File: src/pllcfg_pkg.sv
// pllcfg_pkg.sv: constants, register map and types for the pll path configuration block
// assumes: one 250 MHz clock; registers are 8 bits wide at 8-bit offsets
package pllcfg_pkg;

	// ****************
	// register offsets
	// ****************
	localparam logic [7:0] PLLCFG_ADDR_CP_CURRENT = 8'h0a;
	localparam logic [7:0] PLLCFG_ADDR_VCO_CAL    = 8'h0e;
	localparam logic [7:0] PLLCFG_ADDR_VCO_BAND_R = 8'h0f;
	localparam logic [7:0] PLLCFG_ADDR_BAND_OVR   = 8'h10;
	localparam logic [7:0] PLLCFG_ADDR_FB_INT     = 8'h11;
	localparam logic [7:0] PLLCFG_ADDR_FB_MOD0    = 8'h12;
	localparam logic [7:0] PLLCFG_ADDR_FB_MOD1    = 8'h13;
	localparam logic [7:0] PLLCFG_ADDR_FB_MOD2    = 8'h14;
	localparam logic [7:0] PLLCFG_ADDR_FB_FRAC0   = 8'h15;
	localparam logic [7:0] PLLCFG_ADDR_FB_FRAC1   = 8'h16;
	localparam logic [7:0] PLLCFG_ADDR_FB_FRAC2   = 8'h17;
	localparam logic [7:0] PLLCFG_ADDR_LOAD_CAP   = 8'h1b;
	localparam logic [7:0] PLLCFG_ADDR_IPLL_PATH  = 8'h1d;
	localparam logic [7:0] PLLCFG_ADDR_LF_XTAL    = 8'h33;

	// ****************
	// field positions
	// ****************
	localparam int PLLCFG_BIT_CAL_GO      = 7;
	localparam int PLLCFG_BIT_CAL_BUSY    = 6;
	localparam int PLLCFG_BIT_CAL_SW_EN   = 2;
	localparam int PLLCFG_BIT_BAND_OVR_EN = 0;
	localparam int PLLCFG_BIT_DOUBLER     = 2;
	localparam int PLLCFG_BIT_BYPASS      = 1;
	localparam int PLLCFG_BIT_LF_FAST     = 7;
	localparam int PLLCFG_BIT_HALVER      = 6;
	localparam int PLLCFG_LSB_XTAL_SEL    = 4;

	// ****************
	// reset values
	// ****************
	localparam logic [7:0]  PLLCFG_RST_CP_CURRENT = 8'h80;
	localparam logic [5:0]  PLLCFG_RST_LOAD_CAP   = 6'h08;
	localparam logic [7:0]  PLLCFG_RST_FB_INT     = 8'h40;
	localparam logic [19:0] PLLCFG_RST_FB_MOD     = 20'h00001;
	localparam logic [19:0] PLLCFG_RST_FB_FRAC    = 20'h00000;
	localparam logic [6:0]  PLLCFG_RST_BAND       = 7'h40;
	localparam logic [22:0] PLLCFG_RST_PRBS       = 23'h000001;

	// ****************
	// mode and divider constants
	// ****************
	localparam logic [3:0] PLLCFG_SEL_1944   = 4'h0;
	localparam logic [2:0] PLLCFG_LF_DIV_LAST = 3'h7;
	localparam logic [3:0] PLLCFG_DIV5_BASE  = 4'h5;
	// div-by-five modulator modulus and fraction for each crystal selection
	localparam logic [19:0] PLLCFG_DIV5_MOD [4] = '{20'h003cf, 20'h003cf, 20'h001e6, 20'h003cf};
	localparam logic [19:0] PLLCFG_DIV5_FRAC[4] = '{20'h00100, 20'h00080, 20'h00040, 20'h00010};

	// ****************
	// timing
	// ****************
	localparam int PLLCFG_CLK_MHZ      = 250;
	localparam int PLLCFG_CAL_SETTLE_NS = 1000;
	localparam int PLLCFG_CAL_SETTLE_CYC = (PLLCFG_CAL_SETTLE_NS * PLLCFG_CLK_MHZ) / 1000;

	// ****************
	// types
	// ****************
	typedef enum logic [1:0] {
		PLLCFG_SRC_UNITY,
		PLLCFG_SRC_DOUBLED,
		PLLCFG_SRC_HALVED,
		PLLCFG_SRC_REF_DIRECT
	} pllcfg_src_t;

	typedef logic [19:0] pllcfg_word20_t;

endpackage

File: src/pllcfg_vco_cal.sv
// pllcfg_vco_cal.sv: successive-approximation vco band search over 128 bands
// assumes: start is a one-cycle pulse; vco_fast is already synchronised to clock
`timescale 1ns/1ps
`default_nettype none
module pllcfg_vco_cal (
	// clock and reset
	input  wire logic       clock,
	input  wire logic       reset,
	// control
	input  wire logic       start,
	input  wire logic       vco_fast,
	// result
	output logic            busy,
	output logic [6:0]      band
);
	import pllcfg_pkg::*;

	typedef enum {CAL_IDLE, CAL_SETTLE, CAL_DECIDE} pllcfg_cal_state_t;

	pllcfg_cal_state_t state_reg;
	logic [2:0]        bit_reg;
	logic [15:0]       wait_reg;
	logic [6:0]        band_reg;

	// ****************
	// search sequencer
	// ****************
	always_ff @(posedge clock) begin
		if (reset) begin
			state_reg <= CAL_IDLE;
			bit_reg   <= 3'h6;
			wait_reg  <= 16'h0000;
			band_reg  <= PLLCFG_RST_BAND;
		end else begin
			case (state_reg)
				CAL_IDLE: begin
					if (start) begin
						band_reg  <= 7'h40;
						bit_reg   <= 3'h6;
						wait_reg  <= 16'h0000;
						state_reg <= CAL_SETTLE;
					end
				end
				CAL_SETTLE: begin
					// vco needs time at each trial band before the comparator means anything
					wait_reg <= wait_reg + 16'h0001;
					if (wait_reg == 16'(PLLCFG_CAL_SETTLE_CYC - 1))
						state_reg <= CAL_DECIDE;
				end
				CAL_DECIDE: begin
					if (vco_fast)
						band_reg[bit_reg] <= 1'b0;
					if (bit_reg == 3'h0) begin
						state_reg <= CAL_IDLE;
					end else begin
						band_reg[bit_reg - 3'h1] <= 1'b1;
						bit_reg   <= bit_reg - 3'h1;
						wait_reg  <= 16'h0000;
						state_reg <= CAL_SETTLE;
					end
				end
				default: state_reg <= CAL_IDLE;
			endcase
		end
	end

	assign busy = (state_reg != CAL_IDLE);
	assign band = band_reg;

endmodule
`default_nettype wire

File: src/pllcfg_top.sv
// pllcfg_top.sv: register file and path control of the two-stage clock synthesis path
// assumes: register strobes on clock; pins, clock edges and comparator are asynchronous
// Functional notes
// - static crystal load capacitance set by six-bit code, quarter picofarad per step.
// - loop filter samples at one eighth of the divided reference by default.
// - fast-sampling bit makes loop filter sample at full divided reference rate.
// - frequency selection pins choose normal or 19.44 MHz mode and path setup.
// - normal mode feeds the same signal to feedback and output pll.
// - normal mode without scaling options gives unity path.
// - multiplier bit inserts doubler, divided reference is twice crystal frequency.
// - divider bit inserts halver, divided reference is half crystal frequency.
// - multiplier bit overrides divider bit.
// - 19.44 MHz mode feedback is doubler plus divide-by-five with third-order modulator.
// - divide-by-five modulus comes from two-bit crystal frequency selection.
// - pseudorandom sequence dithers the divide-by-five modulator.
// - 19.44 MHz mode sends halved output, or doubled when multiplier bit set.
// - bypass bit skips the whole input pll.
// - bypass routes synchronised reference to output pll; oscillator keeps running.
// - software sets output pll charge pump current through eight-bit field.
// - one of 128 vco bands, chosen automatically by calibration.
// - writing calibrate bit starts calibration only while software calibration enabled.
// - band override enable uses software band value instead of calibrated band.
// - feedback divides by integer plus fraction over modulus, 8/20/20 bits.
// - input reference modulators held inactive in 19.44 MHz mode.
`timescale 1ns/1ps
`default_nettype none
module pllcfg_top (
	// clock and reset
	input  wire logic                 clock,
	input  wire logic                 reset,
	// register port
	input  wire logic                 reg_write,
	input  wire logic                 reg_read,
	input  wire logic [7:0]           reg_addr,
	input  wire logic [7:0]           reg_wdata,
	output logic      [7:0]           reg_rdata,
	// pins and analog status
	input  wire logic [3:0]           freq_sel_pins,
	input  wire logic                 ref_divided_clk,
	input  wire logic                 div5_fb_clk,
	input  wire logic                 vco_fast,
	input  wire logic                 input_sdm_request,
	// crystal oscillator and input pll
	output logic      [5:0]           load_cap_code,
	output logic                      osc_enable,
	output logic                      loop_filter_sample,
	output logic                      mode_1944,
	output logic                      ipll_enable,
	output logic                      doubler_enable,
	output logic                      halver_enable,
	output logic                      div5_enable,
	output logic      [3:0]           div5_ratio,
	output pllcfg_pkg::pllcfg_src_t   ipll_fb_src,
	output pllcfg_pkg::pllcfg_src_t   opll_ref_src,
	output logic                      input_sdm_enable,
	// output pll
	output logic      [7:0]           cp_current,
	output logic      [6:0]           vco_band,
	output logic                      vco_cal_busy,
	output logic      [7:0]           fb_int,
	output pllcfg_pkg::pllcfg_word20_t fb_mod,
	output pllcfg_pkg::pllcfg_word20_t fb_frac
);
	import pllcfg_pkg::*;

	// ****************************************************************
	// registers
	// ****************************************************************
	logic [7:0]  cp_current_reg;
	logic        cal_sw_en_reg;
	logic        band_ovr_en_reg;
	logic [6:0]  band_ovr_reg;
	logic [7:0]  fb_int_reg;
	logic [19:0] fb_mod_reg;
	logic [19:0] fb_frac_reg;
	logic [5:0]  load_cap_reg;
	logic        doubler_sel_reg;
	logic        bypass_reg;
	logic        lf_fast_reg;
	logic        halver_sel_reg;
	logic [1:0]  xtal_sel_reg;
	logic [7:0]  rdata_reg;
	logic        cal_go_reg;
	logic        auto_cal_reg;

	// synchroniser stages: first stage read only by the second
	logic [6:0]  sync1_reg;
	logic [6:0]  sync2_reg;
	logic        ref_prev_reg;
	logic        fb_prev_reg;
	logic        ref_edge;
	logic        fb_edge;
	logic        vco_fast_s;
	logic        mode_1944_s;
	logic [2:0]  lf_count_reg;
	logic        lf_sample_reg;
	logic [22:0] prbs_reg;
	logic [19:0] acc1_reg;
	logic [19:0] acc2_reg;
	logic [19:0] acc3_reg;
	logic        c2_d_reg;
	logic        c3_d_reg;
	logic        c3_dd_reg;
	logic [3:0]  div5_ratio_reg;
	logic [19:0] div5_mod;
	logic [19:0] div5_in;
	logic [20:0] step1;
	logic [20:0] step2;
	logic [20:0] step3;
	logic [6:0]  cal_band;
	logic        cal_busy;
	logic        cal_start;

	// ****************************************************************
	// input synchronisation
	// ****************************************************************
	always_ff @(posedge clock) begin
		if (reset) begin
			sync1_reg <= 7'h00;
			sync2_reg <= 7'h00;
		end else begin
			sync1_reg <= {freq_sel_pins, ref_divided_clk, div5_fb_clk, vco_fast};
			sync2_reg <= sync1_reg;
		end
	end
	always_ff @(posedge clock) begin
		if (reset) begin
			ref_prev_reg <= 1'b0;
			fb_prev_reg  <= 1'b0;
		end else begin
			ref_prev_reg <= sync2_reg[2];
			fb_prev_reg  <= sync2_reg[1];
		end
	end
	assign ref_edge    = sync2_reg[2] & ~ref_prev_reg;
	assign fb_edge     = sync2_reg[1] & ~fb_prev_reg;
	assign vco_fast_s  = sync2_reg[0];
	assign mode_1944_s = (sync2_reg[6:3] == PLLCFG_SEL_1944);

	// ****************************************************************
	// register writes
	// ****************************************************************
	always_ff @(posedge clock) begin
		if (reset) begin
			cp_current_reg  <= PLLCFG_RST_CP_CURRENT;
			cal_sw_en_reg   <= 1'b0;
			band_ovr_en_reg <= 1'b0;
			band_ovr_reg    <= PLLCFG_RST_BAND;
			fb_int_reg      <= PLLCFG_RST_FB_INT;
			fb_mod_reg      <= PLLCFG_RST_FB_MOD;
			fb_frac_reg     <= PLLCFG_RST_FB_FRAC;
			load_cap_reg    <= PLLCFG_RST_LOAD_CAP;
			doubler_sel_reg <= 1'b0;
			bypass_reg      <= 1'b0;
			lf_fast_reg     <= 1'b0;
			halver_sel_reg  <= 1'b0;
			xtal_sel_reg    <= 2'h0;
		end else if (reg_write) begin
			case (reg_addr)
				PLLCFG_ADDR_CP_CURRENT: cp_current_reg <= reg_wdata;
				PLLCFG_ADDR_VCO_CAL: begin
					cal_sw_en_reg   <= reg_wdata[PLLCFG_BIT_CAL_SW_EN];
					band_ovr_en_reg <= reg_wdata[PLLCFG_BIT_BAND_OVR_EN];
				end
				PLLCFG_ADDR_BAND_OVR:   band_ovr_reg <= reg_wdata[7:1];
				// integer value is stored as written; values under 64 are the writer's problem
				PLLCFG_ADDR_FB_INT:     fb_int_reg <= reg_wdata;
				PLLCFG_ADDR_FB_MOD0:    fb_mod_reg[7:0] <= reg_wdata;
				PLLCFG_ADDR_FB_MOD1:    fb_mod_reg[15:8] <= reg_wdata;
				PLLCFG_ADDR_FB_MOD2:    fb_mod_reg[19:16] <= reg_wdata[3:0];
				PLLCFG_ADDR_FB_FRAC0:   fb_frac_reg[7:0] <= reg_wdata;
				PLLCFG_ADDR_FB_FRAC1:   fb_frac_reg[15:8] <= reg_wdata;
				PLLCFG_ADDR_FB_FRAC2:   fb_frac_reg[19:16] <= reg_wdata[3:0];
				PLLCFG_ADDR_LOAD_CAP:   load_cap_reg <= reg_wdata[5:0];
				PLLCFG_ADDR_IPLL_PATH: begin
					doubler_sel_reg <= reg_wdata[PLLCFG_BIT_DOUBLER];
					bypass_reg      <= reg_wdata[PLLCFG_BIT_BYPASS];
				end
				PLLCFG_ADDR_LF_XTAL: begin
					lf_fast_reg    <= reg_wdata[PLLCFG_BIT_LF_FAST];
					halver_sel_reg <= reg_wdata[PLLCFG_BIT_HALVER];
					xtal_sel_reg   <= reg_wdata[PLLCFG_LSB_XTAL_SEL +: 2];
				end
				default: ;
			endcase
		end
	end

	// ****************************************************************
	// calibration requests
	// ****************************************************************
	// go is never stored, so a later enable cannot fire a stale request
	always_ff @(posedge clock) begin
		if (reset) begin
			cal_go_reg <= 1'b0;
		end else begin
			cal_go_reg <= reg_write && (reg_addr == PLLCFG_ADDR_VCO_CAL)
				&& reg_wdata[PLLCFG_BIT_CAL_GO] && cal_sw_en_reg;
		end
	end
	// one calibration after reset
	always_ff @(posedge clock) begin
		if (reset) begin
			auto_cal_reg <= 1'b1;
		end else begin
			auto_cal_reg <= 1'b0;
		end
	end
	assign cal_start = cal_go_reg | auto_cal_reg;
	pllcfg_vco_cal u_vco_cal (
		.clock    (clock),
		.reset    (reset),
		.start    (cal_start),
		.vco_fast (vco_fast_s),
		.busy     (cal_busy),
		.band     (cal_band)
	);

	// ****************************************************************
	// register reads
	// ****************************************************************
	always_ff @(posedge clock) begin
		if (reset) begin
			rdata_reg <= 8'h00;
		end else if (reg_read) begin
			case (reg_addr)
				PLLCFG_ADDR_CP_CURRENT: rdata_reg <= cp_current_reg;
				PLLCFG_ADDR_VCO_CAL:    rdata_reg <= {1'b0, cal_busy, 3'h0,
					cal_sw_en_reg, 1'b0, band_ovr_en_reg};
				PLLCFG_ADDR_VCO_BAND_R: rdata_reg <= {1'b0, vco_band};
				PLLCFG_ADDR_BAND_OVR:   rdata_reg <= {band_ovr_reg, 1'b0};
				PLLCFG_ADDR_FB_INT:     rdata_reg <= fb_int_reg;
				PLLCFG_ADDR_FB_MOD0:    rdata_reg <= fb_mod_reg[7:0];
				PLLCFG_ADDR_FB_MOD1:    rdata_reg <= fb_mod_reg[15:8];
				PLLCFG_ADDR_FB_MOD2:    rdata_reg <= {4'h0, fb_mod_reg[19:16]};
				PLLCFG_ADDR_FB_FRAC0:   rdata_reg <= fb_frac_reg[7:0];
				PLLCFG_ADDR_FB_FRAC1:   rdata_reg <= fb_frac_reg[15:8];
				PLLCFG_ADDR_FB_FRAC2:   rdata_reg <= {4'h0, fb_frac_reg[19:16]};
				PLLCFG_ADDR_LOAD_CAP:   rdata_reg <= {2'h0, load_cap_reg};
				PLLCFG_ADDR_IPLL_PATH:  rdata_reg <= {5'h00, doubler_sel_reg, bypass_reg, 1'b0};
				PLLCFG_ADDR_LF_XTAL:    rdata_reg <= {lf_fast_reg, halver_sel_reg,
					xtal_sel_reg, 4'h0};
				default:                rdata_reg <= 8'h00;
			endcase
		end
	end
	assign reg_rdata = rdata_reg;
	// ****************************************************************
	// loop filter sample rate
	// ****************************************************************
	always_ff @(posedge clock) begin
		if (reset) begin
			lf_count_reg  <= 3'h0;
			lf_sample_reg <= 1'b0;
		end else begin
			lf_sample_reg <= 1'b0;
			if (ref_edge) begin
				lf_count_reg <= lf_count_reg + 3'h1;
				if (lf_fast_reg)
					lf_sample_reg <= 1'b1;
				else if (lf_count_reg == PLLCFG_LF_DIV_LAST)
					lf_sample_reg <= 1'b1;
			end
		end
	end

	assign loop_filter_sample = lf_sample_reg;

	// ****************************************************************
	// path selection
	// ****************************************************************
	always_comb begin
		ipll_fb_src    = PLLCFG_SRC_UNITY;
		opll_ref_src   = PLLCFG_SRC_UNITY;
		doubler_enable = 1'b0;
		halver_enable  = 1'b0;
		div5_enable    = 1'b0;
		if (mode_1944_s) begin
			div5_enable    = 1'b1;
			doubler_enable = 1'b1;
			ipll_fb_src    = PLLCFG_SRC_DOUBLED;
			// no unity option in this mode
			if (doubler_sel_reg) begin
				opll_ref_src = PLLCFG_SRC_DOUBLED;
			end else begin
				opll_ref_src  = PLLCFG_SRC_HALVED;
				halver_enable = 1'b1;
			end
		end else begin
			if (doubler_sel_reg) begin
				ipll_fb_src    = PLLCFG_SRC_DOUBLED;
				doubler_enable = 1'b1;
			end else if (halver_sel_reg) begin
				ipll_fb_src   = PLLCFG_SRC_HALVED;
				halver_enable = 1'b1;
			end else begin
				ipll_fb_src = PLLCFG_SRC_UNITY;
			end
			opll_ref_src = ipll_fb_src;
		end
		if (bypass_reg)
			opll_ref_src = PLLCFG_SRC_REF_DIRECT;
	end

	assign mode_1944        = mode_1944_s;
	assign ipll_enable      = ~bypass_reg;
	assign osc_enable       = 1'b1;
	assign input_sdm_enable = input_sdm_request & ~mode_1944_s;
	assign load_cap_code    = load_cap_reg;

	// ****************************************************************
	// divide-by-five modulator
	// ****************************************************************
	function automatic logic [20:0] acc_step(input logic [19:0] acc,
		input logic [19:0] inc, input logic [19:0] modulus);
		logic [20:0] sum;
		sum = {1'b0, acc} + {1'b0, inc};
		if (sum >= {1'b0, modulus})
			acc_step = {1'b1, 20'(sum - {1'b0, modulus})};
		else
			acc_step = {1'b0, sum[19:0]};
	endfunction
	assign div5_mod = PLLCFG_DIV5_MOD[xtal_sel_reg];
	assign div5_in  = PLLCFG_DIV5_FRAC[xtal_sel_reg] ^ {19'h00000, prbs_reg[0]};
	assign step1    = acc_step(acc1_reg, div5_in, div5_mod);
	assign step2    = acc_step(acc2_reg, step1[19:0], div5_mod);
	assign step3    = acc_step(acc3_reg, step2[19:0], div5_mod);
	// steps once per feedback divider cycle in 19.44 MHz mode; holds in normal mode
	always_ff @(posedge clock) begin
		if (reset) begin
			prbs_reg       <= PLLCFG_RST_PRBS;
			acc1_reg       <= 20'h00000;
			acc2_reg       <= 20'h00000;
			acc3_reg       <= 20'h00000;
			c2_d_reg       <= 1'b0;
			c3_d_reg       <= 1'b0;
			c3_dd_reg      <= 1'b0;
			div5_ratio_reg <= PLLCFG_DIV5_BASE;
		end else if (fb_edge && mode_1944_s) begin
			prbs_reg  <= {prbs_reg[21:0], prbs_reg[22] ^ prbs_reg[17]};
			acc1_reg  <= step1[19:0];
			acc2_reg  <= step2[19:0];
			acc3_reg  <= step3[19:0];
			c2_d_reg  <= step2[20];
			c3_d_reg  <= step3[20];
			c3_dd_reg <= c3_d_reg;
			// third-order noise shaping: c1 + (c2 - c2') + (c3 - 2c3' + c3'')
			div5_ratio_reg <= 4'(PLLCFG_DIV5_BASE + {3'h0, step1[20]} + {3'h0, step2[20]}
				- {3'h0, c2_d_reg} + {3'h0, step3[20]} - {2'h0, c3_d_reg, 1'b0}
				+ {3'h0, c3_dd_reg});
		end
	end
	assign div5_ratio = div5_ratio_reg;

	// ****************************************************************
	// output pll controls
	// ****************************************************************
	assign cp_current   = cp_current_reg;
	assign vco_band     = band_ovr_en_reg ? band_ovr_reg : cal_band;
	assign vco_cal_busy = cal_busy;
	assign fb_int       = fb_int_reg;
	assign fb_mod       = fb_mod_reg;
	assign fb_frac      = fb_frac_reg;
endmodule
`default_nettype wire

File: config.mk
export PLATFORM = sky130hd
export DESIGN_NAME = pllcfg_top
export DESIGN_NICKNAME = d
export VERILOG_FILES = /design/src/pllcfg_pkg.sv /design/src/pllcfg_vco_cal.sv /design/src/pllcfg_top.sv
export SDC_FILE = /design/constraint.sdc
export NUM_CORES = 1
export LEC_CHECK = 0
export BUFFER_PORTS_ARGS = -buffer_cell sky130_fd_sc_hd__buf_2
export CORE_MARGIN = 3
export CORE_UTILIZATION = 60
export DETAILED_ROUTE_END_ITERATION = 7
export GPL_ROUTABILITY_DRIVEN = 0
export GPL_TIMING_DRIVEN = 0
export PLACE_DENSITY = 0.8
export SYNTH_ARGS = -nofsm -noshare
export SYNTH_HDL_FRONTEND = slang
export SYNTH_SLANG_ARGS = --single-unit
File: constraint.sdc
create_clock -name clock -period 15.7 [get_ports clock]
set_clock_uncertainty 0.15 [all_clocks]
set_input_delay 0.785 -clock clock [delete_from_list [all_inputs] [get_ports clock]]
set_output_delay 0.785 -clock clock [all_outputs]
set_load 0.05 [all_outputs]
* After elaboration in Yosys (flattened, before gate mapping) *
Cells that the tools add are included.

cells by class
  divide/modulo/power cells = 0
  magnitude comparators = 8
  bitwise logic cells = 15
  multipliers = 0
  reductions and logical operators = 30
  $add $sub $neg = 15
  equality and inequality tests = 21
  muxes and demuxes = 47
  shift operators = 0

operators with widths
  cell                                                               count
  8-bit one-hot mux with 14 select lines                             1
  32-bit one-hot mux with 3 select lines                             1
  20-bit binary-select mux with 2-bit select                         2
  8-bit by 5-bit == test with 1-bit output (second input constant)   10
  20-bit 2-to-1 mux                                                  4
  32-bit 2-to-1 mux                                                  2
  20-bit by 20-bit adder with 21-bit output                          3
  21-bit by 20-bit >= comparator with 1-bit output                   3
  21-bit 2-to-1 mux                                                  3
  20-bit subtractor                                                  3
  16-bit one-hot mux with 3 select lines                             1
  7-bit 2-to-1 mux                                                   6
  32-bit by 1-bit == test with 1-bit output (second input constant)  1
  32-bit by 2-bit == test with 1-bit output (second input constant)  1
  32-bit logical NOT                                                 1
  16-bit 2-to-1 mux                                                  2
  32-bit nonzero test                                                1
  2-bit AND reduction                                                15
  8-bit by 4-bit == test with 1-bit output (second input constant)   3
  20-bit by 1-bit XOR with 20-bit output                             1
  16-bit by 1-bit adder with 16-bit output (second input constant)   1
  16-bit by 8-bit == test with 1-bit output (second input constant)  1
  7-bit one-hot mux with 2 select lines                              1
  1-bit 2-to-1 mux                                                   13
  other kinds (32)                                                   56

storage, ports and cells
  register bits = 255
  bits in latches = 0
  output and inout bits = 94
  memories kept = 0
  word-level logic and storage cells = 174
  bits of input ports = 28
  bits in writable memories = 0
  memory bits (read-only) = 0

* Logic depth before layout (Yosys ltp) *
  depth after elaboration = 17
  depth in mapped cells = 50
  mapped depth without buffers = 47

* Hierarchy *
A second synthesis with hierarchy kept.

second synthesis, totals
  cell total of the unflattened synthesis = 1787
  area total of the unflattened synthesis = 14017.2 um^2

modules (own cells, without submodules)
  module          times used  area each (um^2)  cells each  sequential area each (um^2)
  pllcfg_top      1           12570.8           1608        3943.8
  pllcfg_vco_cal  1           1446.4            179         560.5

* Worst setup path after synthesis *
No wires, ideal clock.

  path type = register to register
  start point = reg xtal_sel_reg[1]
  end point = reg div5_ratio_reg[2] (netlist: div5_ratio[2])
  period minus slack after synthesis = 11.142 ns
  library setup time = 0.141 ns
  buffers on the path = 3
  data required time = 15.409 ns
  path slack = 4.558 ns
  cell stages (with the launch flop) = 47
  data arrival time = 10.851 ns
  path through = dfxtp_1 -> and2_1 -> ha_1 -> nand3_1 -> a2111oi_2 -> a2111oi_0 -> nor2_1 -> nor2_1 -> ha_1 -> inv_1 -> or3_1 -> o41a_1 -> buf_4 -> nand3_1 -> nand2_1 -> a21boi_0 -> ha_1 -> fa_1 -> [... 11 more ...] -> a211o_1 -> a211o_1 -> a21oi_1 -> mux2_2 -> a32o_1 -> nand2b_1 -> nor4_4 -> and2_1 -> buf_4 -> inv_2 -> buf_4 -> fa_1 -> inv_1 -> ha_1 -> inv_1 -> fa_1 -> xnor2_1 -> o211ai_1

on the way
  cells in the longest elaborated chain, start to end = 17
  elaborated cells between the ends (all ways) = 25
  classes of those cells = add/sub: 11; order compare: 3; mux: 9; bitwise: 2

RTL lines
  item                                                                                          line                                  source
  start, declared                                                                               pllcfg_top.sv:81                      logic [1:0] xtal_sel_reg;
  start signal, assigned                                                                        pllcfg_top.sv:182                     xtal_sel_reg <= reg_wdata[PLLCFG_LSB_XTAL_SEL +: 2];
  2-bit inverter with 3-bit output (not written as such) *                                      pllcfg_top.sv:323, pllcfg_top.sv:324
  20-bit binary-select mux with 2-bit select                                                    pllcfg_top.sv:324                     assign div5_in = PLLCFG_DIV5_FRAC[xtal_sel_reg] ^ {19'h00000, prbs_reg[0]};
  20-bit 2-to-1 mux (not written as such) (2 in a row)                                          pllcfg_top.sv:324
  20-bit by 1-bit XOR with 20-bit output                                                        pllcfg_top.sv:324
  20-bit by 20-bit adder with 21-bit output                                                     pllcfg_top.sv:317                     sum = {1'b0, acc} + {1'b0, inc};
  20-bit subtractor / 21-bit by 20-bit >= comparator with 1-bit output (equally long branches)  pllcfg_top.sv:319, pllcfg_top.sv:318
  21-bit 2-to-1 mux *                                                                           pllcfg_top.sv:318                     if (sum >= {1'b0, modulus})
  named net step1[0]                                                                            pllcfg_top.sv:107                     logic [20:0] step1;
  [... 3 more ...]                                                                              -
  named net step2[0]                                                                            pllcfg_top.sv:108                     logic [20:0] step2;
  20-bit by 20-bit adder with 21-bit output *                                                   pllcfg_top.sv:317
  21-bit by 20-bit >= comparator with 1-bit output *                                            pllcfg_top.sv:318
  21-bit 2-to-1 mux *                                                                           pllcfg_top.sv:318
  named net step3[20]                                                                           pllcfg_top.sv:109                     logic [20:0] step3;
  4-bit by 1-bit adder with 4-bit output *                                                      pllcfg_top.sv:349                     - {3'h0, c2_d_reg} + {3'h0, step3[20]} - {2'h0, c3_d_reg, 1'b0}
  4-bit by 2-bit subtractor with 4-bit output *                                                 pllcfg_top.sv:349
  4-bit by 1-bit adder with 4-bit output *                                                      pllcfg_top.sv:350                     + {3'h0, c3_dd_reg});
  end signal, assigned                                                                          pllcfg_top.sv:348                     div5_ratio_reg <= 4'(PLLCFG_DIV5_BASE + {3'h0, step1[20]} + {3'h0, step2[20]}
  end, declared                                                                                 pllcfg_top.sv:104                     logic [3:0] div5_ratio_reg;

The timed path passes the listed nets; every way through them passes the cells marked *. The select of a mux whose other input is x is not followed.
A chain may end at the register's enable or synchronous reset.

* Final worst setup path *
Same ends and word-level chain as after synthesis.

==> implementation parameters <==
Parameter                              Value

STA
  Count of endpoints failing setup in the final report ... 0
  Setup repair after global routing missed its margin ... false
  Minimum hold slack ... 0.285 ns
  Worst Max-Slew Pin Slew ... between 1 and 1.5 ns
  Max Fclk ... 0.0744 GHz
  Fraction of the cycle the final worst path needs ... 85.6%
  Summed negative setup slack over all endpoints ... 0 ns
  Final critical delay including setup and external delays ... 13.44 ns
  Worst-case headroom to the max-slew limit ... 13.1%
  Final number of max-transition violations ... 0
  Final count of hold timing violations ... 0

Placed design
  Number of placed instances with taps included ... 2240
  IO Port Bufs ... between 100 and 150
  HPWL after detailed placement ... roughly 33 mm

Routing
  Routed vias/inst ... 6.34
  Number of nets with antenna violations after routing ... 0
  Remaining routing DRC violations ... 0
  Mean routed wirelength per cell ... 19.4 um
  First-pass detailed-route iteration total ... 8
  Vias after detailed routing ... 14500
  Number of DRC violations after detailed-routing iteration 0 ... 1433
  Detailed Route WL ... 44.2 mm

Finish
  Ant diodes ... 0
  Layout cells sized above 1 ... 11.7%
  Number of fillers in the final layout ... 1991
  Number of flip-flops under the largest register name ... 23
  Area grow syn2layout ... 12.4%
  Number of nets in the final layout ... 2051
  Post-layout instance count excluding filler cells ... about 2300

Synthesis
  Post-synthesis register bit count ... 225
  Top cell types by occurrence after synthesis ... nand2_1, dfxtp_1, nor2_1
  Gate count of the mapped netlist ... between 1500 and 2000
  Top cell type by total area after synthesis ... dfxtp_1
  EDFF count, synth ... 0
  Synth area leaders ... dfxtp_1, nand2_1, ha_1
  Cell variety after synth ... 101
  Post-synthesis net count ... 1913
  Avg Inst Size Synth ... slightly below 8 sq um
  Number of synthesis warnings ... 0
  Prevailing post-synth register cell ... dfxtp_1
  Cell with the most instances after synthesis ... nand2_1
  Asr flop ratio synth ... 0%
  Top-area cell type share of the netlist area ... 31.3%
  Syn Std Cell Area ... 14400 sq um
  Sequential area share after synthesis ... a little under a third

CTS
  Total setup buffers inserted after CTS ... 0
  Number of buffers between clock root and the deepest sink ... 3
  Number of H-tree levels ... 1
  Number of buffers added by the clock tree synthesis step ... 25
  Number of clock sinks seen by CTS ... 225
  CTS clock-pin slew for the worst setup and hold paths ... 0.06 ns
  TritonCTS clock tree ... yes
  Clock latency reported for the late side of the worst-skew pair ... ~0.53 ns
  CTS Hold Buffers Added ... 0
  CTS root buffer ... clkbuf_16
  Total of cells resized after clock tree synthesis ... 0

Die
  Die Footprint ... 25900 sq um
  Initial standard-cell utilization of the core ... about three fifths
  Placeable core area ... 23500 sq um
  Die span in y ... 161 um
  DIE WIDTH ... 161 um
  Floorplan row count ... 56
  I/O Pins ... 122

Global route
  Global route overflow ... 0
  Vias in the first global route ... 13500
  Largest net degree at the start of global routing ... 15
  Number of antenna violations at the first check in global routing ... 0
  GRT Overall Usage ... 32.7%
  Global-route wire length before repair ... between 60 and 70 mm

Power
  Leakage ... 6.57 nW
  Part of the power in the clock network ... about two fifths
  P_int ... roughly 1.1 mW
  Fraction of power consumed by combinational cells ... 23.8%
  Total power density per cell area ... a little under 100 nW/um^2
  Net switching power of the design ... 0.497 mW
  Net Sw Frac ... 31.9%
  Maximum ir drop on the vdd rail ... about 0.082 mV
  Sequential fraction of design power ... 37.7%

Setup path
  Cell at the slowest stage of the critical path ... a2111oi_0
  Most prevalent standard cell on the critical path ... ha_1
  Worst setup path category ... reg -> reg
  Crit-path max FO ... 10
  Arrival @ worst endpoint ... 13.65 ns
  Worst path required time ... 15.91 ns
  Startpoint type of the worst setup path ... flip-flop
  Crit. End Element ... flip-flop
  Worst path max stage delay ... 0.77 ns

Worst hold path
  Worst hold-check path type ... reg -> reg

Flow run
  Max-cap viol count ... 0

Outcome
  Run status ... completed
[per-stage QoR]
step / cell area (sq um) / worst slack (ns) / total power [mW] / utilization, %
finish: 16200 / 2.26 / 1.56 / 68.8
global route: 16200 / 1.70 / 1.62 / 68.8
CTS: 16200 / 2.67 / 1.55 / 68.8
detailed placement: 15400 / 2.79 / 0.960 / 65.3
global placement: 15400 / 2.88 / 0.948 / 65.3
floorplan: 14400 / 4.56 / 0.873 / -
[layer usage]
layer | vias up | routed length (um) | GRT usage [%]
li1 | 6798 | - | -
met1 | 6745 | 18000 | 42.5
met3 | 182 | 4120 | 5.36
met5 | - | 0 | 0
met4 | 0 | 2510 | 15.7
met2 | 766 | 19600 | 53.0
[critical path: cells and delay by family, from the launching register on]
kind                       cells  cell delay (ns)
AOI/OAI and AO/OA             13             4.03
xor gates and xnor gates       3             0.67
adders and majority gates      8             2.47
buffers and inverters          9             1.37
DFF                            1             0.51
and+or+nand+nor               14             4.05
[kinds of logic (layout without fill, tap and decap cells)]
| group | count (synthesis) | in the layout | share of synthesized area (%) |
|---|---|---|---|
| muxes | 71 | 71 | 5.45 |
| DFF | 225 | 225 | 31.3 |
| AOI/OAI and AO/OA | 452 | 452 | 21.4 |
| and+or+nand+nor | 727 | 727 | 24.4 |
| xor gates and xnor gates | 103 | 103 | 6.31 |
| buffers and inverters | 154 | 309 | 4.27 |
| adders and majority gates | 77 | 77 | 6.86 |
| other | 1 | 1 | 0.0260 |
[worst paths after layout]
path                                 startpoint            end  slack (ns)  cells past startpoint
worst min-delay path               sync1_reg[1]   sync2_reg[1]        0.29                      1
worst min register to register     sync1_reg[1]   sync2_reg[1]        0.29                      1
worst max-delay path            xtal_sel_reg[1]  div5_ratio[2]        2.26                     47
worst max register to register  xtal_sel_reg[1]  div5_ratio[2]        2.26                     47
[layout make-up]
type                    count  area [sq um]  share of cell area, %
clock inverters            10           116                  0.718
clock buffers              34           709                   4.38
repair buffers            111           556                   3.43
multi-input cells        1431          9300                   57.4
well taps                 319           399                   2.46
plain buffers             108           443                   2.73
flip-flops and latches    225          4500                   27.8
inverters                  46           173                   1.07
[power by group through the flow]
stage / clock (mW) / sequential [mW] / combinational [mW]
after detailed placement: 0 / 0.600 / 0.360
after global routing: 0.624 / 0.589 / 0.404
final: 0.599 / 0.588 / 0.371
after global placement: 0 / 0.600 / 0.348
after CTS: 0.600 / 0.588 / 0.363
after floorplan: 0 / 0.601 / 0.272
[cells in the final DEF (no fill, tap or decap), drive strengths merged, types with 21 or more instances in the layout]
master / count
xnor2: 59
nor2b: 45
o21ai: 63
nor2: 156
nand4: 27
and3: 25
a21o: 21
nand2: 240
nor3: 40
a211oi: 25
clkbuf: 125
ha: 71
inv: 48
xor2: 44
nand3: 86
mux2i: 47
dfxtp: 225
a21oi: 156
buf: 128
No activity file was read; power rests on OpenSTA's default activity.
